File: src/inc/dcc_monitor_regs.vh
// Constants for the debug channel and monitor-mode status block
// Assumes a single core clock; included by bare name
`ifndef DCC_MONITOR_REGS_VH
`define DCC_MONITOR_REGS_VH
// Coprocessor register numbers on the core side
`define CP_STATUS        2'h0
`define CP_DATA          2'h1
`define CP_MON           2'h2
// Scan register select codes on the debugger side
`define SC_STATUS        3'h0
`define SC_OUT_DATA      3'h1
`define SC_IN_DATA       3'h2
`define SC_IDENT         3'h3
`define SC_CONTROL       3'h4
// Channel status field positions
`define ST_WFULL         1
`define ST_RFULL         0
`define ST_VER_HI        31
`define ST_VER_LO        28
`define ST_VERSION       4'h0
// Debug control field positions
`define CTL_MONITOR      4
`define CTL_W            8
`define CTL_RESET        8'h00
// Identification layout
`define ID_REV_HI        31
`define ID_REV_LO        28
`define ID_PROD_HI       27
`define ID_PROD_LO       12
`define ID_MFR_HI        11
`define ID_MFR_LO        1
`define ID_LSB           1'b1
// Scan shift register width and frame length
`define SH_W             36
`define SH_BITS          6'h24
`define SH_HDR           6'h03
`define SH_SEL_W         3
`define SH_D_W           32
`define WORD_ZERO        32'h0000_0000
`define FIFO_DEPTH       8
`endif

File: src/rtl/dcc_monitor.v
// Debug channel mailboxes, monitor-mode abort flag and scan identity
// Assumes the scan clock arrives as a pin and is sampled by core clock
//
// How it works
// One-bit debug abort flag, read/write, bit 0
// Breakpoint or watchpoint abort sets the flag
// External abort wins; flag left unchanged
// Core write of outgoing word sets write-full
// Firmware polls write-full before writing again
// Debugger reads outgoing only when write-full set
// Debugger read of outgoing clears write-full
// Debugger writes incoming only when read-full clear
// Debugger write of incoming sets read-full
// Core read of incoming clears read-full
// Control bit 4 selects monitor mode aborts
// Monitor mode blocks data range matches
// Monitor mode disables single-step and external matches
// Debugger must not catch abort vectors
// No halt requests while in monitor mode
// Comparator matches suppressed during register update
// Debugger disables unit before reprogramming it
// Identity loaded from identity input pins
// Identity layout revision, product, maker, one
// Status bit 1 reports write-full
// Status bit 0 reports read-full
// Both mailbox data registers are 32 bits
// Reset clears both full flags and abort flag
`timescale 1ns/1ns
`include "dcc_monitor_regs.vh"
module dcc_monitor (
  input  wire        i_core_clk,
  input  wire        i_rst,
  // Coprocessor transfer port
  input  wire        i_cp_valid,
  input  wire        i_cp_write,
  input  wire [1:0]  i_cp_reg,
  input  wire [31:0] i_cp_wdata,
  output reg  [31:0] o_cp_rdata,
  output reg         o_cp_rvalid,
  // Abort causes from the core
  input  wire        i_bkpt_match,
  input  wire        i_wpt_match,
  input  wire        i_ext_abort,
  input  wire        i_halt_step_req,
  input  wire        i_ext_bkpt,
  input  wire        i_wpt_reg_update,
  input  wire        i_data_range_match,
  output reg         o_prefetch_abort,
  output reg         o_data_abort,
  output reg         o_debug_halt,
  output reg         o_debug_abort_flag,
  output reg         o_monitor_mode,
  // Identity inputs and serial scan pins
  input  wire [31:0] i_scan_port_ident_inputs,
  input  wire        i_tck,
  input  wire        i_tms_sel,
  input  wire        i_tdi,
  output reg         o_tdo
);
  // Synchronisers for the scan pins
  reg        tck_s1;
  reg        tck_s2;
  reg        tck_d;
  reg        sel_s1;
  reg        sel_s2;
  reg        tdi_s1;
  reg        tdi_s2;
  wire       tck_rise;
  wire       tck_fall;
  // Scan shifter: 3-bit select, 1 write bit, 31..0 data
  reg [`SH_W-1:0] shreg;
  reg [5:0]  shcnt;
  reg        sel_d;
  // Mailboxes and flags
  reg [31:0] in_word;
  reg        rfull;
  reg        wfull;
  reg [7:0]  dbg_ctl;
  reg [31:0] ident;
  // FIFO handshake
  wire       f_in_ready;
  wire [31:0] f_out_data;
  wire       f_out_valid;
  wire       f_pop;
  wire       cp_out_wr;
  wire [2:0] sc_sel;
  wire       sc_wr;
  wire       frame_end;
  wire       mon;
  wire       bk_ok;
  wire       wp_ok;
  reg [31:0] next_rdata;
  reg [31:0] sc_rd;

  assign tck_rise  = tck_s2 && !tck_d;
  assign tck_fall  = !tck_s2 && tck_d;
  assign sc_sel    = shreg[`SH_W-1:`SH_W-3];
  assign sc_wr     = shreg[`SH_W-4];
  assign frame_end = sel_d && !sel_s2 && (shcnt == `SH_BITS);
  assign mon       = dbg_ctl[`CTL_MONITOR];
  // Write only while the outgoing word is free
  assign cp_out_wr = i_cp_valid && i_cp_write && i_cp_reg == `CP_DATA &&
                     !wfull && f_in_ready;
  // Outgoing word taken when debugger reads it
  assign f_pop     = frame_end && !sc_wr && sc_sel == `SC_OUT_DATA &&
                     wfull && f_out_valid;
  // Comparator matches gated by mode limits and update cycle
  // External match inputs only ever feed the halt path
  assign bk_ok = i_bkpt_match && !i_wpt_reg_update &&
                 !(mon && i_data_range_match);
  assign wp_ok = i_wpt_match && !i_wpt_reg_update &&
                 !(mon && i_data_range_match);

  // Outgoing words travel through the buffer
  dcc_word_fifo #(
    .WIDTH (32),
    .DEPTH (`FIFO_DEPTH),
    .AW    (3)
  ) u_out_fifo (
    .i_core_clk  (i_core_clk),
    .i_rst       (i_rst),
    .i_in_data   (i_cp_wdata),
    .i_in_valid  (cp_out_wr),
    .o_in_ready  (f_in_ready),
    .o_out_data  (f_out_data),
    .o_out_valid (f_out_valid),
    .i_out_ready (f_pop)
  );

  // Pin synchronisers and edge tracking
  always @(posedge i_core_clk)
  begin
    tck_s1 <= i_tck;
    tck_s2 <= tck_s1;
    tck_d  <= tck_s2;
    sel_s1 <= i_tms_sel;
    sel_s2 <= sel_s1;
    sel_d  <= sel_s2;
    tdi_s1 <= i_tdi;
    tdi_s2 <= tdi_s1;
  end

  // Scan-side read data; select sits low just before the fourth bit
  always @*
  begin
    case (shreg[`SH_SEL_W-1:0])
      `SC_STATUS:
      begin
        sc_rd = `WORD_ZERO;
        sc_rd[`ST_VER_HI:`ST_VER_LO] = `ST_VERSION;
        sc_rd[`ST_WFULL] = wfull;
        sc_rd[`ST_RFULL] = rfull;
      end
      `SC_OUT_DATA: sc_rd = f_out_data;
      `SC_IDENT:    sc_rd = ident;
      `SC_CONTROL:  sc_rd = {24'h00_0000, dbg_ctl};
      default:      sc_rd = `WORD_ZERO;
    endcase
  end

  // Core-side read data by register
  always @*
  begin
    case (i_cp_reg)
      `CP_STATUS:
      begin
        next_rdata = `WORD_ZERO;
        next_rdata[`ST_VER_HI:`ST_VER_LO] = `ST_VERSION;
        next_rdata[`ST_WFULL] = wfull;
        next_rdata[`ST_RFULL] = rfull;
      end
      `CP_DATA: next_rdata = in_word;
      `CP_MON:  next_rdata = {31'h0000_0000, o_debug_abort_flag};
      default:  next_rdata = `WORD_ZERO;
    endcase
  end

  // Serial shifter: shift on rising edge, output on falling
  always @(posedge i_core_clk)
  begin
    if (i_rst)
    begin
      shreg <= {`SH_W{1'b0}};
      shcnt <= 6'h00;
      o_tdo <= 1'b0;
    end
    else if (sel_s2 && !sel_d)
    begin
      shcnt <= 6'h00;
    end
    else if (sel_s2 && tck_rise)
    begin
      shcnt <= shcnt + 6'h01;
      // Header complete: park select and write bit, load read data
      if (shcnt == `SH_HDR)
        shreg <= {shreg[`SH_SEL_W-1:0], tdi_s2, sc_rd};
      // Data phase shifts the word only, header stays parked
      else if (shcnt > `SH_HDR)
        shreg <= {shreg[`SH_W-1:`SH_D_W], shreg[`SH_D_W-2:0], tdi_s2};
      else
        shreg <= {shreg[`SH_W-2:0], tdi_s2};
    end
    else if (tck_fall)
    begin
      o_tdo <= shreg[`SH_D_W-1];
    end
  end

  // Mailbox flags, control and identity
  always @(posedge i_core_clk)
  begin
    if (i_rst)
    begin
      rfull   <= 1'b0;
      wfull   <= 1'b0;
      in_word <= `WORD_ZERO;
      dbg_ctl <= `CTL_RESET;
      ident   <= `WORD_ZERO;
    end
    else
    begin
      // Identity taken from the pins, bit 0 forced to one
      ident <= {i_scan_port_ident_inputs[`ID_REV_HI:`ID_REV_LO],
                i_scan_port_ident_inputs[`ID_PROD_HI:`ID_PROD_LO],
                i_scan_port_ident_inputs[`ID_MFR_HI:`ID_MFR_LO],
                `ID_LSB};
      if (cp_out_wr)
        wfull <= 1'b1;
      else if (f_pop)
        wfull <= 1'b0;
      if (frame_end && sc_wr && sc_sel == `SC_IN_DATA && !rfull)
      begin
        in_word <= shreg[31:0];
        rfull   <= 1'b1;
      end
      else if (i_cp_valid && !i_cp_write && i_cp_reg == `CP_DATA)
        rfull <= 1'b0;
      if (frame_end && sc_wr && sc_sel == `SC_CONTROL)
        dbg_ctl <= shreg[`CTL_W-1:0];
    end
  end

  // Abort routing, abort flag and read answer
  always @(posedge i_core_clk)
  begin
    if (i_rst)
    begin
      o_debug_abort_flag <= 1'b0;
      o_cp_rdata         <= `WORD_ZERO;
      o_cp_rvalid        <= 1'b0;
      o_prefetch_abort   <= 1'b0;
      o_data_abort       <= 1'b0;
      o_debug_halt       <= 1'b0;
      o_monitor_mode     <= 1'b0;
    end
    else
    begin
      o_monitor_mode   <= mon;
      o_cp_rvalid      <= i_cp_valid && !i_cp_write;
      o_cp_rdata       <= next_rdata;
      // Monitor mode aborts instead of halting
      o_prefetch_abort <= i_ext_abort || (mon && bk_ok);
      o_data_abort     <= mon && wp_ok && !bk_ok;
      // Halt mode only; no step in monitor mode
      o_debug_halt     <= !mon && (bk_ok || wp_ok || i_halt_step_req ||
                          i_ext_bkpt);
      // Abort event wins over software write
      if (mon && (bk_ok || wp_ok) && !i_ext_abort)
        o_debug_abort_flag <= 1'b1;
      else if (i_cp_valid && i_cp_write && i_cp_reg == `CP_MON)
        o_debug_abort_flag <= i_cp_wdata[0];
    end
  end
endmodule

File: src/rtl/dcc_word_fifo.v
// Word FIFO with valid/ready on both sides
// Assumes one clock and a synchronous active-high reset
`timescale 1ns/1ns
module dcc_word_fifo #(
  parameter WIDTH = 32,
  parameter DEPTH = 8,
  parameter AW    = 3
)(
  input  wire             i_core_clk,
  input  wire             i_rst,
  input  wire [WIDTH-1:0] i_in_data,
  input  wire             i_in_valid,
  output wire             o_in_ready,
  output wire [WIDTH-1:0] o_out_data,
  output wire             o_out_valid,
  input  wire             i_out_ready
);
  reg [WIDTH-1:0] mem [0:DEPTH-1];
  reg [AW:0]      wr_ptr;
  reg [AW:0]      rd_ptr;
  wire            empty;
  wire            full;
  wire            push;
  wire            pop;

  // Pointer comparison with wrap bit
  assign empty       = (wr_ptr == rd_ptr);
  assign full        = (wr_ptr[AW] != rd_ptr[AW]) &&
                       (wr_ptr[AW-1:0] == rd_ptr[AW-1:0]);
  assign o_in_ready  = !full;
  assign o_out_valid = !empty;
  assign o_out_data  = mem[rd_ptr[AW-1:0]];
  assign push        = i_in_valid && !full;
  assign pop         = i_out_ready && !empty;

  // Storage and pointers
  always @(posedge i_core_clk)
  begin
    if (i_rst)
    begin
      wr_ptr <= {(AW+1){1'b0}};
      rd_ptr <= {(AW+1){1'b0}};
    end
    else
    begin
      if (push)
      begin
        mem[wr_ptr[AW-1:0]] <= i_in_data;
        wr_ptr              <= wr_ptr + 1'b1;
      end
      if (pop)
        rd_ptr <= rd_ptr + 1'b1;
    end
  end
endmodule

File: config.mk
export PLATFORM = sky130hd
export DESIGN_NAME = dcc_monitor
export DESIGN_NICKNAME = d
export VERILOG_FILES = /design/src/rtl/dcc_monitor.v /design/src/rtl/dcc_word_fifo.v
export VERILOG_INCLUDE_DIRS = /design/src /design/src/inc
export SDC_FILE = /design/constraint.sdc
export NUM_CORES = 1
export LEC_CHECK = 0
export ABC_AREA = 1
export BUFFER_PORTS_ARGS = -buffer_cell sky130_fd_sc_hd__clkbuf_2
export CORE_MARGIN = 2
export CORE_UTILIZATION = 30
export CTS_CLUSTER_DIAMETER = 150
export CTS_CLUSTER_SIZE = 12
export DETAILED_ROUTE_END_ITERATION = 12
export PLACE_DENSITY = 0.53
export SYNTH_ARGS = -nofsm -noshare
export SYNTH_HDL_FRONTEND = slang
export SYNTH_SLANG_ARGS = --single-unit
File: constraint.sdc
create_clock -name i_core_clk -period 14.8 [get_ports i_core_clk]
set_clock_uncertainty 0.1 [all_clocks]
set_input_delay 2.96 -clock i_core_clk [delete_from_list [all_inputs] [get_ports i_core_clk]]
set_output_delay 2.96 -clock i_core_clk [all_outputs]
set_load 0.005 [all_outputs]
==> summary.txt <==
STA
  – Slack of the critical path: 8.929 ns
  – Max_slew headroom: about a quarter
  – Unrepaired setup endpoints after global routing: no
  – Setup TNS: 0 ns
  – Fin crit period: between 5 and 6 ns
  – Count of final setup violators: 0
  – Final Slew Violations: 0
  – Hold WS: around 0.23 ns
  – Fmax: 170.3 MHz
  – Final worst-path cycle share: between 30% and 40%
  – Worst slew pin tran: 1.114 ns
  – Hold Vio Cnt, Final: 0

Final layout
  – Fillers: 5,910
  – Diodes inserted: 0
  – Layout Nets: 2,064
  – Final core occ: 34.53%
  – Synth-to-Final Area Change: 13.77%
  – Layout cell share with drive strength beyond 1: 11.03%

Place
  – IO buf count: 117
  – Post-place setup slack: 8.230 ns
  – Gpl congestion: 0.7787
  – Post-DP HPWL: 26,300 um

Yosys
  – Post-Syn Instances: 1,896
  – Post-synth EDFFs: about 260
  – Mean post-synth cell area: 9.236 sq um
  – Most common cell in the netlist: nand2_1
  – Netlist cell types: 44
  – Sequential share of the synthesized area: between 60% and 70%
  – Synth area leader: edfxtp_1
  – Syn. warnings: 0
  – Post-synth top cells: 502 x nand2_1, 263 x inv_1, 256 x edfxtp_1
  – Syn Nets: 1,980
  – Yosys reg bits: 430
  – Synth top area cells: edfxtp_1 44%, dfxtp_1 20%, nand2_1 11%, nand3_1 6.0%, inv_1 5.6%
  – Synth top area share: between 40% and 50%
  – Async SR Flop Fraction: 0%
  – Cell Area, Synth: ~18,000 sq um
  – Primary FF master, synth: edfxtp_1

Drt
  – DRT Pass-1 Iters: 5
  – Final WL: 44,360 um
  – DRC viols: 0
  – Via density: about 4.5
  – Vias: 12,390
  – Starting DRT DRC Count: ~1,100
  – Post-DRT Antenna Nets: 0
  – Routed len/inst: 16.07 um

Floorplanning
  – Ports: 119
  – DIE AREA: 60,320 sq um
  – Std-Cell Rows: 88
  – Die Y: 245.6 um
  – Initial Util: between 30% and 40%
  – CORE AREA: 57,700 sq um
  – Die W: 245.6 um

Clock network
  – # H-tree levels: 2
  – Hold-fix buffers at CTS: 0
  – TritonCTS clock tree: yes
  – Post CTS Setup Buffer Count: 0
  – Root Driver: clkbuf_16
  – Worst-path clk slew: 0.06 ns
  – Post-CTS Resized: 0
  – Clock sinks: 430
  – Max Buffers Root-to-Sink: 3
  – Clock Latency Late Sink: 0.56 ns
  – Clock buffer count from CTS: 41

Run status
  – Run status: completed

Power and ir drop
  – Switch share: 20.73%
  – Leakage power: between 8 and 9 nW
  – Combinational fraction of design power: 2.5%
  – PD cells: 115.2 nW/um^2
  – P_sw: roughly 0.48 mW
  – VDD IR max: 67.60 uV
  – Pwr Total: approximately 2.3 mW
  – Power share of the clock group: 41.5%
  – Int Power: 1.819 mW
  – Seq pwr share: 56.0%

Critical path
  – Crit path kind: primary input to register
  – Endpoint type of the worst setup path: register
  – CP arrival: 5.98 ns
  – Worst setup SP type: primary input
  – Crit-path max FO: 33
  – WP data required: between 10 and 15 ns

Hold path
  – Worst min path class: register to register

Job
  – Max_cap viols: 0

Global route
  – Global-route wire length before repair: 68,920 um
  – Number of global-route vias before repair: 11,850
  – Initial antenna violation count: 6
  – Largest net degree at the start of global routing: 113
  – Grt total ovfl: 0
  – Total global-route track usage: between 10 and 15%
-- layout make-up --
cell class,count,area [sq um],area share [%]
clock inverters,2,12.51,0.06281
flip-flops and latches,430,11180,56.10
multi-input cells,1096,4882,24.51
well taps,765,957.2,4.805
inverters,274,1033,5.188
clock buffers,56,1125,5.646
repair buffers,137,735.7,3.693
-- critical path, cell delays in order --
cell and delay [ns]:
clkbuf_2 0.09, inv_1 0.06, nand2_1 0.62, nor3_1 0.66, nand2_2 0.20, inv_2 0.13, nand3_1 0.23, nor2_4 0.55
buf_4 0.46
-- placed cells by master, fill, tap and decap left out, types with 2 or more instances in the layout --
cell	n
nand2_1	502
inv_1	260
edfxtp_1	256
nand3_1	209
dfxtp_1	172
nor2_1	165
clkbuf_2	117
a21oi_1	83
o21ai_0	80
clkbuf_16	43
buf_4	20
clkbuf_1	13
inv_2	10
nor2_4	8
nor3_1	6
xor2_1	4
xnor2_1	4
nand2_2	4
ha_1	4
nor3_2	3
nor4_1	2
nor4_2	2
clkinv_2	2
a211oi_1	2
o31ai_1	2
clkinv_1	2
-- flip-flops by register name (all words and copies together), names as in the netlist, 4 cells and up, named ones only --
name               count
dbg_ctl                8
shreg                 36
ident                 32
u_out_fifo.mem       256
shcnt                  6
in_word               32
u_out_fifo.rd_ptr      4
u_out_fifo.wr_ptr      4
o_cp_rdata            32
-- kinds of logic (layout without fill, tap and decap cells) --
group / Yosys count / after routing / synth area share [%]
adders and majority gates: 4 / 4 / 0.2858
AOI/OAI and AO/OA: 172 / 172 / 5.030
buffers and inverters: 370 / 469 / 8.646
muxes: 1 / 1 / 0.05717
and+or+nand+nor: 911 / 911 / 21.79
DFF: 430 / 430 / 63.79
xor gates and xnor gates: 8 / 8 / 0.4001
-- layer usage --
layer | global-route usage (%) | part of all wire, % | up-vias
met1 | 19.92 | 46 | 5802
met2 | 23.81 | 46 | 283
met3 | 3.219 | 6.0 | 72
li1 | - | - | 6218
met4 | 4.492 | 2.3 | 12
met5 | 0 | 0.16 | -
-- power by group through the flow --
stage / Combinational [mW] / Sequential [mW] / Clock, mW
3_5_place_dp: 0.0578 / 1.31 / 0
2_1_floorplan: 0.0274 / 1.31 / 0
6_report: 0.0570 / 1.28 / 0.952
4_1_cts: 0.0581 / 1.28 / 0.981
3_3_place_gp: 0.0564 / 1.31 / 0
5_1_grt: 0.0644 / 1.29 / 1.03
-- through the flow --
step                area [sq um]  cells
finish                     19920   2760
global route               19920   2760
CTS                        19920   2760
detailed placement         18780   2702
global placement           18780   2702
floorplan                  17510   1896
-- path summary, 6_finish.rpt --
kind	startpoint	to	slack (ns)	cells past startpoint
setup / recovery	i_cp_reg[1]	u_out_fifo.mem[5][20]$_DFFE_PP_	8.93	9
setup reg to reg	register	shreg[13]$_SDFFE_PP0P_	11.25	9
hold / removal	tck_s1$_DFF_P_	tck_s2$_DFF_P_	0.23	0
hold reg to reg	tck_s1$_DFF_P_	tck_s2$_DFF_P_	0.23	0
No activity file was read; power rests on OpenSTA's default activity.
